[config.mk]
export PLATFORM = sky130hd
export DESIGN_NAME = lpf_top
export DESIGN_NICKNAME = d
export VERILOG_FILES = /design/src/lpf_pkg.sv /design/src/lpf_top.sv /design/src/lpf_axil_slave.sv /design/src/lpf_lane_map.sv
export SDC_FILE = /design/constraint.sdc
export NUM_CORES = 1
export LEC_CHECK = 0
export ABC_CLOCK_PERIOD_IN_PS = 4400
export BUFFER_PORTS_ARGS = -buffer_cell sky130_fd_sc_hd__clkbuf_2
export CAP_MARGIN = 20
export CORE_ASPECT_RATIO = 0.8
export CORE_UTILIZATION = 52
export CTS_BUF_LIST = sky130_fd_sc_hd__clkbuf_4
export DETAILED_ROUTE_END_ITERATION = 10
export PLACE_DENSITY = 0.81
export REMOVE_ABC_BUFFERS = 1
export SLEW_MARGIN = 20
export SYNTH_ARGS = -nofsm -noshare
export SYNTH_HDL_FRONTEND = slang
export SYNTH_SLANG_ARGS = --single-unit
[constraint.sdc]
create_clock -name aclk -period 4.4 [get_ports aclk]
set_input_delay 0.22 -clock aclk [delete_from_list [all_inputs] [get_ports aclk]]
set_output_delay 0.22 -clock aclk [all_outputs]
set_load 0.05 [all_outputs]
[src/lpf_pkg.sv]
// Shared constants, types and decode helpers for the LVDS pixel format block.
// Assumes a 25 MHz register clock and an AXI4-Lite register port.
package lpf_pkg;

  // ==========================================================
  // Clock and timing
  localparam int unsigned CLK_PERIOD_NS = 40;
  localparam int unsigned LINK_IDLE_NS = 2000;
  localparam int unsigned LINK_IDLE_CYC = LINK_IDLE_NS / CLK_PERIOD_NS;
  localparam int unsigned IDLE_CNT_W = 8;

  // ==========================================================
  // Register map (byte addresses)
  localparam logic [7:0] FMT_OFFSET = 8'h18;
  localparam logic [7:0] STATUS_OFFSET = 8'h1c;
  localparam logic [7:0] FRAMES_OFFSET = 8'h20;
  localparam logic [7:0] LINES_OFFSET = 8'h24;

  // Format register fields
  localparam int unsigned FMT_DE_INV_BIT = 7;
  localparam int unsigned FMT_HS_INV_BIT = 6;
  localparam int unsigned FMT_VS_INV_BIT = 5;
  localparam int unsigned FMT_RSVD_BIT = 4;
  localparam int unsigned FMT_WIDE_BIT = 3;
  localparam int unsigned FMT_LOWSEL_BIT = 1;
  localparam logic [7:0] FMT_RESET = 8'h70;
  localparam logic [7:0] FMT_WMASK = 8'hfa;

  // Status register fields
  localparam int unsigned STAT_LINK_BIT = 0;
  localparam int unsigned STAT_LANE3_BIT = 1;
  localparam int unsigned STAT_INFRAME_BIT = 2;

  // AXI responses
  localparam logic [1:0] RESP_OKAY = 2'h0;
  localparam logic [1:0] RESP_SLVERR = 2'h2;

  // ==========================================================
  // Types
  typedef enum logic [2:0] {
    LPF_REG_FMT,
    LPF_REG_STATUS,
    LPF_REG_FRAMES,
    LPF_REG_LINES,
    LPF_REG_NONE
  } lpf_reg_e;

  typedef struct packed {
    logic [7:0] red;
    logic [7:0] green;
    logic [7:0] blue;
    logic de;
    logic hs;
    logic vs;
  } lpf_pixel_s;

  typedef struct packed {
    logic [6:0] lane3;
    logic [6:0] lane2;
    logic [6:0] lane1;
    logic [6:0] lane0;
  } lpf_lanes_s;

  typedef struct packed {
    logic de_inv;
    logic hs_inv;
    logic vs_inv;
    logic wide;
    logic low_sel;
  } lpf_fmt_s;

  // Address decode shared by read and write paths
  function automatic lpf_reg_e lpf_decode(input logic [7:0] addr);
    unique case (addr)
      FMT_OFFSET: lpf_decode = LPF_REG_FMT;
      STATUS_OFFSET: lpf_decode = LPF_REG_STATUS;
      FRAMES_OFFSET: lpf_decode = LPF_REG_FRAMES;
      LINES_OFFSET: lpf_decode = LPF_REG_LINES;
      default: lpf_decode = LPF_REG_NONE;
    endcase
  endfunction

endpackage

[src/lpf_top.sv]
// LVDS pixel format control: register file, link sampling, lane output.
// Assumes the pixel clock and pixel bus come from another clock domain
// and are sampled here by aclk, which runs several times faster.
//
// Summary of operation
// - Vertical sync leaves high if its invert bit is 0, else low; reset 1.
// - Wide enable 0 gives 18-bit output, fourth lane off; 1 gives 24-bit.
// - 24-bit output puts colour MSBs on the fourth lane, LSBs if select 1.
// - Select 1 with wide off drops two colour LSBs, fourth lane stays off.
// - Data enable leaves high when its invert bit is 0, low when 1; reset 0.
// - Horizontal sync leaves high if its invert bit is 0, else low; reset 1.
//
// The register addresses and register access over AXI4-Lite were left to the implementer.
module lpf_top
  import lpf_pkg::*;
(
  input wire logic aclk,
  input wire logic aresetn,
  input wire logic [7:0] s_axil_awaddr,
  input wire logic s_axil_awvalid,
  output logic s_axil_awready,
  input wire logic [31:0] s_axil_wdata,
  input wire logic [3:0] s_axil_wstrb,
  input wire logic s_axil_wvalid,
  output logic s_axil_wready,
  output logic [1:0] s_axil_bresp,
  output logic s_axil_bvalid,
  input wire logic s_axil_bready,
  input wire logic [7:0] s_axil_araddr,
  input wire logic s_axil_arvalid,
  output logic s_axil_arready,
  output logic [31:0] s_axil_rdata,
  output logic [1:0] s_axil_rresp,
  output logic s_axil_rvalid,
  input wire logic s_axil_rready,
  input wire logic pix_clk,
  input wire lpf_pixel_s pix_in,
  output lpf_lanes_s lane_words,
  output logic lane_strobe,
  output logic fourth_lane_enable,
  output logic link_active
);

  // ==========================================================
  // Bus engine
  logic wr_en;
  logic [7:0] wr_addr;
  logic [31:0] wr_data;
  logic [3:0] wr_strb;
  logic wr_ok;
  logic [7:0] rd_addr;
  logic [31:0] rd_data;
  logic rd_ok;

  lpf_axil_slave u_axil (
    .aclk(aclk),
    .aresetn(aresetn),
    .awaddr(s_axil_awaddr),
    .awvalid(s_axil_awvalid),
    .awready(s_axil_awready),
    .wdata(s_axil_wdata),
    .wstrb(s_axil_wstrb),
    .wvalid(s_axil_wvalid),
    .wready(s_axil_wready),
    .bresp(s_axil_bresp),
    .bvalid(s_axil_bvalid),
    .bready(s_axil_bready),
    .araddr(s_axil_araddr),
    .arvalid(s_axil_arvalid),
    .arready(s_axil_arready),
    .rdata(s_axil_rdata),
    .rresp(s_axil_rresp),
    .rvalid(s_axil_rvalid),
    .rready(s_axil_rready),
    .wr_en(wr_en),
    .wr_addr(wr_addr),
    .wr_data(wr_data),
    .wr_strb(wr_strb),
    .wr_ok(wr_ok),
    .rd_addr(rd_addr),
    .rd_data(rd_data),
    .rd_ok(rd_ok)
  );

  // ==========================================================
  // Format register
  logic [7:0] fmt_q;
  lpf_reg_e wr_sel;
  lpf_reg_e rd_sel;
  lpf_fmt_s fmt;
  logic fmt_wr;

  assign wr_sel = lpf_decode(wr_addr);
  assign rd_sel = lpf_decode(rd_addr);
  assign wr_ok = (wr_sel != LPF_REG_NONE);
  assign rd_ok = (rd_sel != LPF_REG_NONE);
  assign fmt_wr = wr_en && (wr_sel == LPF_REG_FMT) && wr_strb[0];

  // Undefined bits 2 and 0 are not stored and read as zero
  always_ff @(posedge aclk) begin
    if (!aresetn) begin
      fmt_q <= FMT_RESET;
    end else if (fmt_wr) begin
      fmt_q <= (wr_data[7:0] & FMT_WMASK) | (fmt_q & ~FMT_WMASK);
    end
  end

  assign fmt.de_inv = fmt_q[FMT_DE_INV_BIT];
  assign fmt.hs_inv = fmt_q[FMT_HS_INV_BIT];
  assign fmt.vs_inv = fmt_q[FMT_VS_INV_BIT];
  assign fmt.wide = fmt_q[FMT_WIDE_BIT];
  assign fmt.low_sel = fmt_q[FMT_LOWSEL_BIT];

  // ==========================================================
  // Input synchronisers
  localparam int unsigned PIX_W = $bits(lpf_pixel_s);
  logic [PIX_W-1:0] pix_meta_q;
  logic [PIX_W-1:0] pix_sync_q;
  logic clk_meta_q;
  logic clk_sync_q;
  logic clk_prev_q;
  logic clk_rise;
  lpf_pixel_s pix_s;

  always_ff @(posedge aclk) begin
    if (!aresetn) begin
      clk_meta_q <= 1'b0;
      clk_sync_q <= 1'b0;
    end else begin
      clk_meta_q <= pix_clk;
      clk_sync_q <= clk_meta_q;
    end
  end

  // Delayed copy of the synced clock for edge detection
  always_ff @(posedge aclk) begin
    if (!aresetn) begin
      clk_prev_q <= 1'b0;
    end else begin
      clk_prev_q <= clk_sync_q;
    end
  end

  // Pixel bus is stable across a link period, so per-bit sync is safe
  always_ff @(posedge aclk) begin
    if (!aresetn) begin
      pix_meta_q <= '0;
      pix_sync_q <= '0;
    end else begin
      pix_meta_q <= pix_in;
      pix_sync_q <= pix_meta_q;
    end
  end

  assign clk_rise = clk_sync_q && !clk_prev_q;
  assign pix_s = lpf_pixel_s'(pix_sync_q);

  // ==========================================================
  // Link activity watch
  typedef enum logic {LINK_IDLE, LINK_RUN} lpf_link_e;
  lpf_link_e link_q;
  logic [IDLE_CNT_W-1:0] idle_cnt_q;
  localparam logic [IDLE_CNT_W-1:0] IDLE_LIMIT = IDLE_CNT_W'(LINK_IDLE_CYC);

  always_ff @(posedge aclk) begin
    if (!aresetn) begin
      idle_cnt_q <= '0;
    end else if (clk_rise) begin
      idle_cnt_q <= '0;
    end else if (idle_cnt_q != IDLE_LIMIT) begin
      idle_cnt_q <= idle_cnt_q + IDLE_CNT_W'(1);
    end
  end

  always_ff @(posedge aclk) begin
    if (!aresetn) begin
      link_q <= LINK_IDLE;
    end else begin
      unique case (link_q)
        LINK_IDLE: if (clk_rise) link_q <= LINK_RUN;
        LINK_RUN: if (idle_cnt_q == IDLE_LIMIT) link_q <= LINK_IDLE;
      endcase
    end
  end

  assign link_active = (link_q == LINK_RUN);

  // ==========================================================
  // Lane formatting on each link clock edge
  lpf_lanes_s lanes_d;

  lpf_lane_map u_map (
    .pixel(pix_s),
    .fmt(fmt),
    .lanes(lanes_d)
  );

  always_ff @(posedge aclk) begin
    if (!aresetn) begin
      lane_strobe <= 1'b0;
    end else begin
      lane_strobe <= clk_rise;
    end
  end

  always_ff @(posedge aclk) begin
    if (!aresetn) begin
      lane_words <= '0;
    end else if (clk_rise) begin
      lane_words <= lanes_d;
    end
  end

  // Lane enable follows the mode at the next link edge, with the data
  always_ff @(posedge aclk) begin
    if (!aresetn) begin
      fourth_lane_enable <= 1'b0;
    end else if (clk_rise) begin
      fourth_lane_enable <= fmt.wide;
    end
  end

  // ==========================================================
  // Frame and line counters
  logic vs_prev_q;
  logic hs_prev_q;
  logic in_frame_q;
  logic [15:0] frames_q;
  logic [15:0] line_cnt_q;
  logic [15:0] lines_q;
  logic vs_start;
  logic hs_start;

  assign vs_start = clk_rise && pix_s.vs && !vs_prev_q;
  assign hs_start = clk_rise && pix_s.hs && !hs_prev_q;

  always_ff @(posedge aclk) begin
    if (!aresetn) begin
      vs_prev_q <= 1'b0;
    end else if (clk_rise) begin
      vs_prev_q <= pix_s.vs;
    end
  end

  always_ff @(posedge aclk) begin
    if (!aresetn) begin
      hs_prev_q <= 1'b0;
    end else if (clk_rise) begin
      hs_prev_q <= pix_s.hs;
    end
  end

  always_ff @(posedge aclk) begin
    if (!aresetn) begin
      frames_q <= 16'h0000;
    end else if (vs_start) begin
      frames_q <= frames_q + 16'h0001;
    end
  end

  // Cleared once the link goes quiet; a frame start wins
  always_ff @(posedge aclk) begin
    if (!aresetn) begin
      in_frame_q <= 1'b0;
    end else if (vs_start) begin
      in_frame_q <= 1'b1;
    end else if (!link_active) begin
      in_frame_q <= 1'b0;
    end
  end

  // Lines of the previous frame are latched at each frame start
  always_ff @(posedge aclk) begin
    if (!aresetn) begin
      line_cnt_q <= 16'h0000;
    end else if (vs_start) begin
      line_cnt_q <= 16'h0000;
    end else if (hs_start) begin
      line_cnt_q <= line_cnt_q + 16'h0001;
    end
  end

  always_ff @(posedge aclk) begin
    if (!aresetn) begin
      lines_q <= 16'h0000;
    end else if (vs_start) begin
      lines_q <= line_cnt_q;
    end
  end

  // ==========================================================
  // Read data
  always_comb begin
    rd_data = 32'h0000_0000;
    unique case (rd_sel)
      LPF_REG_FMT: rd_data[7:0] = fmt_q;
      LPF_REG_STATUS: begin
        rd_data[STAT_LINK_BIT] = link_active;
        rd_data[STAT_LANE3_BIT] = fourth_lane_enable;
        rd_data[STAT_INFRAME_BIT] = in_frame_q;
      end
      LPF_REG_FRAMES: rd_data[15:0] = frames_q;
      LPF_REG_LINES: rd_data[15:0] = lines_q;
      LPF_REG_NONE: rd_data = 32'h0000_0000;
    endcase
  end

endmodule

[src/lpf_axil_slave.sv]
// AXI4-Lite slave protocol engine: one write and one read in flight.
// Assumes the parent decodes addresses and supplies read data at once.
module lpf_axil_slave
  import lpf_pkg::*;
(
  input wire logic aclk,
  input wire logic aresetn,
  input wire logic [7:0] awaddr,
  input wire logic awvalid,
  output logic awready,
  input wire logic [31:0] wdata,
  input wire logic [3:0] wstrb,
  input wire logic wvalid,
  output logic wready,
  output logic [1:0] bresp,
  output logic bvalid,
  input wire logic bready,
  input wire logic [7:0] araddr,
  input wire logic arvalid,
  output logic arready,
  output logic [31:0] rdata,
  output logic [1:0] rresp,
  output logic rvalid,
  input wire logic rready,
  output logic wr_en,
  output logic [7:0] wr_addr,
  output logic [31:0] wr_data,
  output logic [3:0] wr_strb,
  input wire logic wr_ok,
  output logic [7:0] rd_addr,
  input wire logic [31:0] rd_data,
  input wire logic rd_ok
);

  logic aw_held_q;
  logic w_held_q;
  logic [7:0] awaddr_q;
  logic [31:0] wdata_q;
  logic [3:0] wstrb_q;

  assign awready = !aw_held_q && !bvalid;
  assign wready = !w_held_q && !bvalid;
  assign arready = !rvalid;
  assign wr_en = aw_held_q && w_held_q && !bvalid;
  assign wr_addr = awaddr_q;
  assign wr_data = wdata_q;
  assign wr_strb = wstrb_q;
  assign rd_addr = araddr;

  // ==========================================================
  // Write address and data capture
  always_ff @(posedge aclk) begin
    if (!aresetn) begin
      aw_held_q <= 1'b0;
      awaddr_q <= 8'h00;
    end else if (awvalid && awready) begin
      aw_held_q <= 1'b1;
      awaddr_q <= awaddr;
    end else if (wr_en) begin
      aw_held_q <= 1'b0;
    end
  end

  always_ff @(posedge aclk) begin
    if (!aresetn) begin
      w_held_q <= 1'b0;
      wdata_q <= 32'h0000_0000;
      wstrb_q <= 4'h0;
    end else if (wvalid && wready) begin
      w_held_q <= 1'b1;
      wdata_q <= wdata;
      wstrb_q <= wstrb;
    end else if (wr_en) begin
      w_held_q <= 1'b0;
    end
  end

  // ==========================================================
  // Write response
  always_ff @(posedge aclk) begin
    if (!aresetn) begin
      bvalid <= 1'b0;
      bresp <= RESP_OKAY;
    end else if (wr_en) begin
      bvalid <= 1'b1;
      bresp <= wr_ok ? RESP_OKAY : RESP_SLVERR;
    end else if (bready) begin
      bvalid <= 1'b0;
    end
  end

  // ==========================================================
  // Read channel
  always_ff @(posedge aclk) begin
    if (!aresetn) begin
      rvalid <= 1'b0;
      rdata <= 32'h0000_0000;
      rresp <= RESP_OKAY;
    end else if (arvalid && arready) begin
      rvalid <= 1'b1;
      rdata <= rd_ok ? rd_data : 32'h0000_0000;
      rresp <= rd_ok ? RESP_OKAY : RESP_SLVERR;
    end else if (rready) begin
      rvalid <= 1'b0;
    end
  end

endmodule

[src/lpf_lane_map.sv]
// Pixel to LVDS lane word mapping, purely combinational.
// Assumes colour fields are 8 bits; 18-bit input sits in bits 7:2.
module lpf_lane_map
  import lpf_pkg::*;
(
  input wire lpf_pixel_s pixel,
  input wire lpf_fmt_s fmt,
  output lpf_lanes_s lanes
);

  logic [5:0] r6;
  logic [5:0] g6;
  logic [5:0] b6;
  logic hs_out;
  logic vs_out;
  logic de_out;
  logic msb_mode;

  // Fourth lane carries colour MSBs only for wide output with select 0
  assign msb_mode = fmt.wide && !fmt.low_sel;

  always_comb begin
    if (msb_mode) begin
      r6 = pixel.red[5:0];
      g6 = pixel.green[5:0];
      b6 = pixel.blue[5:0];
    end else begin
      r6 = pixel.red[7:2];
      g6 = pixel.green[7:2];
      b6 = pixel.blue[7:2];
    end
  end

  assign de_out = fmt.de_inv ? !pixel.de : pixel.de;
  assign hs_out = fmt.hs_inv ? !pixel.hs : pixel.hs;
  assign vs_out = fmt.vs_inv ? !pixel.vs : pixel.vs;

  assign lanes.lane0 = {g6[0], r6};
  assign lanes.lane1 = {b6[1:0], g6[5:1]};
  assign lanes.lane2 = {de_out, vs_out, hs_out, b6[5:2]};

  always_comb begin
    if (!fmt.wide) begin
      lanes.lane3 = 7'h00;
    end else if (fmt.low_sel) begin
      lanes.lane3 = {1'b0, pixel.blue[1:0], pixel.green[1:0],
                     pixel.red[1:0]};
    end else begin
      lanes.lane3 = {1'b0, pixel.blue[7:6], pixel.green[7:6],
                     pixel.red[7:6]};
    end
  end

endmodule

==> results.txt <==
The flow ran to the end, and the final reports show no timing, DRC or antenna violations. The post-layout net count came out at 1000. The normalized max-slew margin is approximately half.

Once detail routing completed, the nets flagged for antenna violations numbered 0. The share of flip-flops with an asynchronous set or reset came out at 0%. The clock network latency to the later pin of the worst-skew pair is 0.57 ns.

The peak clock frequency supported by timing is around 0.47 GHz. The final count of hold timing violations came out at 0. Max-cap violations in this run came to 0. The most used flip-flop cell after synthesis is dfxtp_1. The number of synthesis warnings came out at 0. Of the synthesized area, sequential elements account for 53.3%.

The cell count after synthesis came out at between 700 and 800. Leaving out fill and tap cells, the most frequent cell in the layout is dfxtp_1. The global-route wire length before repair came out at between 20000 and 25000 um.

For the worst setup path, the data arrival time is ~2.6 ns. The setup skew after layout came out at 0.0232 ns. The die width is between 100 and 150 um. Counting I/O delays and the setup requirement, the final critical path takes roughly 2.1 ns. Counting distinct cell types in the post-synthesis netlist gives 43. By area the synthesized netlist is led by dfxtp_1 53%, mux2i_1 6.5%, nand2_1 6.4%, and2_1 6.1%, o21ai_0 3.8%. The startpoint identified for the worst hold timing path is s_axil_arvalid.

The detailed placement HPWL is 9330 um. The total count of max-transition violations in the final report is 0. The required arrival time at the worst endpoint came out at a little under 5 ns. The number of flops mapped to enable cells by yosys came out at 0. The number of buffers added on ports is between 100 and 150. The peak supply drop is 222 uV. The worst setup path is launched from a register.

The filler cell count is 1086. The average cell area after synthesis is ~9.3 sq um. dfxtp_1 takes more of the synthesized area than any other cell. The synthesized netlist occupies a cell area of 7100 sq um. In this run the standard cell core region covers between 10000 and 15000 sq um.

The endpoint class of the critical path is a register. In the routed design, unresolved DRC markers number 0. The number of antenna violations at the first check in global routing came out at 0. The final routed wirelength across all metal layers is approximately 15000 um. Setup repair after global routing left no endpoint under its margin.

The synthesis-stage register bit count came out at between 150 and 200. The number of levels in the clock H-tree is 4. The terminating pin of the worst hold path is u_axil.rdata[1]$_SDFFE_PN0P_. The power density over cell area is 354 nW/um^2. The reported leakage power came out at 3.41 nW. The number of global-route vias before repair is 5061. The fraction of layout cells with a size suffix above 1 came out at approximately 17%. The I/O pin count is between 150 and 200. The critical path in this run is classified as reg2reg. The end of the worst register-to-register path is frames_q[15]$_SDFFE_PN0P_. In the final routed layout, each cell accounts on average for ~13 um. TritonCTS built the clock tree. The floorplan step defined a die boundary enclosing ~14000 sq um. The area growth from synthesis to layout is 19.6%. No sink is reached through more buffers than the 2 on the longest clock path. After synthesis, the largest area contributor takes up a little over half of total cell area. The global router's overall resource usage came out at between 20% and 30%. The sum of overflow across all layers after global routing came out at 0. In the layout the commonest cells are 189 x dfxtp_1, 121 x nand2_1, 110 x clkbuf_2. The initial cell density of the core came out at a little over half. The clock-pin slew on the worst setup and hold paths came out at approximately 0.17 ns.

The total setup violations reported at the end of the flow is 0. The total iterations of the first detailed-routing run came out at 5. The total negative slack for setup checks came out at 0 ns. The final critical path takes up 48.0% of the cycle. The hold path depth came out at 4.

In this run the critical register-to-register path is launched from clk_sync_q$_SDFF_PN0_. The pre-CTS setup slack came out at 2.09 ns. The last weighted congestion value of the routability-driven placer is 0.838. Once the clock tree was built, the resizer swapped 0 gates to a different size. The number of DRC markers in iteration 0 came out at between 300 and 400.

The number of clock sinks came out at around 190. The worst min-delay path class is in2reg. The vias after detailed routing is roughly 5500. The maximum number of pins on one net before global-route repair came out at slightly below 80. The buffer type at the clock tree root is clkbuf_4.

Counting cells, the worst reg-to-reg path comes to 4. The setup slack after layout came out at 2.29 ns. The vertical die dimension came out at about 110 um. The worst-path maximum fanout is 24.

The setup slack of the most critical reg-to-reg path came out at around 2.3 ns. TritonCTS created 17 clock buffers. The transition time of the tightest slew-check pin came out at approximately 0.76 ns. The final core utilization came out at about two thirds. After detailed routing, the number of vias per cell comes to roughly 5. The site row count is 37.
==> layer usage <==
| metal | up-vias | GRT usage (%) | share of wire (%) |
|---|---|---|---|
| li1 | 2839 | - | - |
| met1 | 2474 | 28.4 | 48 |
| met3 | 22 | 4.82 | 5.1 |
| met2 | 155 | 34.9 | 45 |
| met4 | 0 | 8.21 | 1.7 |
| met5 | - | 0 | 0 |
==> final cells by class <==
class	count	area [sq um]	area share (%)
Antenna cell	1	2.50	0.0295
Inverter	9	33.8	0.398
Clock buffer	17	128	1.50
Timing Repair Buffer	163	1070	12.6
Multi-Input combinational cell	529	3080	36.2
Clock inverter	15	185	2.18
Tap cell	175	219	2.58
Sequential cell	189	3780	44.5
==> synthesized netlist by cell type, drive strengths merged (2+ instances only) <==
cell type,instances
a22oi,5
nand3,16
and2,69
nand4,12
nor2,44
and3,3
inv,9
nand4bb,2
mux2,2
and4,4
nor3,4
nor2b,3
o21ai,54
and4bb,2
a22o,7
and3b,2
nand2,121
nand2b,6
dfxtp,189
clkbuf,29
or4,4
xor2,13
mux2i,46
buf,27
xnor2,14
ha,4
a221oi,2
nor4,6
or3,12
a21oi,43
==> how the worst max path moves through the flow <==
stage	from	end	cells after the start
2_1_floorplan	aresetn	idle_cnt_q[2]$_SDFFE_PP0P_	4
6_report	clk_sync_q$_SDFF_PN0_	frames_q[15]$_SDFFE_PN0P_	4
5_1_grt	clk_sync_q$_SDFF_PN0_	lane_words[21]$_SDFFE_PN0P_	5
3_3_place_gp	aresetn	lane_words[26]$_SDFFE_PN0P_	6
3_5_place_dp	aresetn	lane_words[23]$_SDFFE_PN0P_	6
4_1_cts	clk_sync_q$_SDFF_PN0_	lane_words[23]$_SDFFE_PN0P_	5
==> worst max-delay path, cell delays in order, from the launching register on <==
cell and delay (ns):
dfxtp_1 0.45, and4bb_2 0.60, nand3_1 0.33, or4_1 0.54, a21oi_1 0.14
==> stage by stage <==
step / power, mW / cell area (sq um) / instances / hold WS (ns)
floorplan: 1.96 / 6880 / 727 / 0.282
finish: 3.01 / 8490 / 1098 / 0.0760
global placement: 2.03 / 7700 / 1018 / 0.414
CTS: 3.03 / 8490 / 1097 / 0.0305
global route: 3.14 / 8490 / 1097 / 0.0825
detailed placement: 2.03 / 7700 / 1018 / 0.417
==> cell families after synthesis <==
kind of cell	share of synthesized area, %
buf+inv	4.51
flops	53.3
simple gates	22.1
xor+xnor	3.33
other cells	0.0528
fa+ha+maj	0.705
compound gates	9.23
mux	6.80
==> registers in the layout (all words and copies together), names as in the netlist, 6 cells and up <==
name,cells
lane_words,27
pix_meta_q,27
pix_s,27
frames_q,16
line_cnt_q,16
lines_q,16
u_axil.rdata,16
idle_cnt_q,8
u_axil.wr_addr,8
fmt_q,6
u_axil.wr_data,6
==> where the power goes <==
group	internal [mW]	switching, mW
registers	1.76	0.0239
clock network	0.280	0.694
logic	0.0949	0.157
total	2.13	0.876
==> repair_timing <==
action / 4_1_cts / 5_1_grt
hold endpoints to repair: 46 / 0
setup buffers: 0 / 0
hold buffers: 47 / 0
Note: power is estimated with default switching activity, not from simulation.
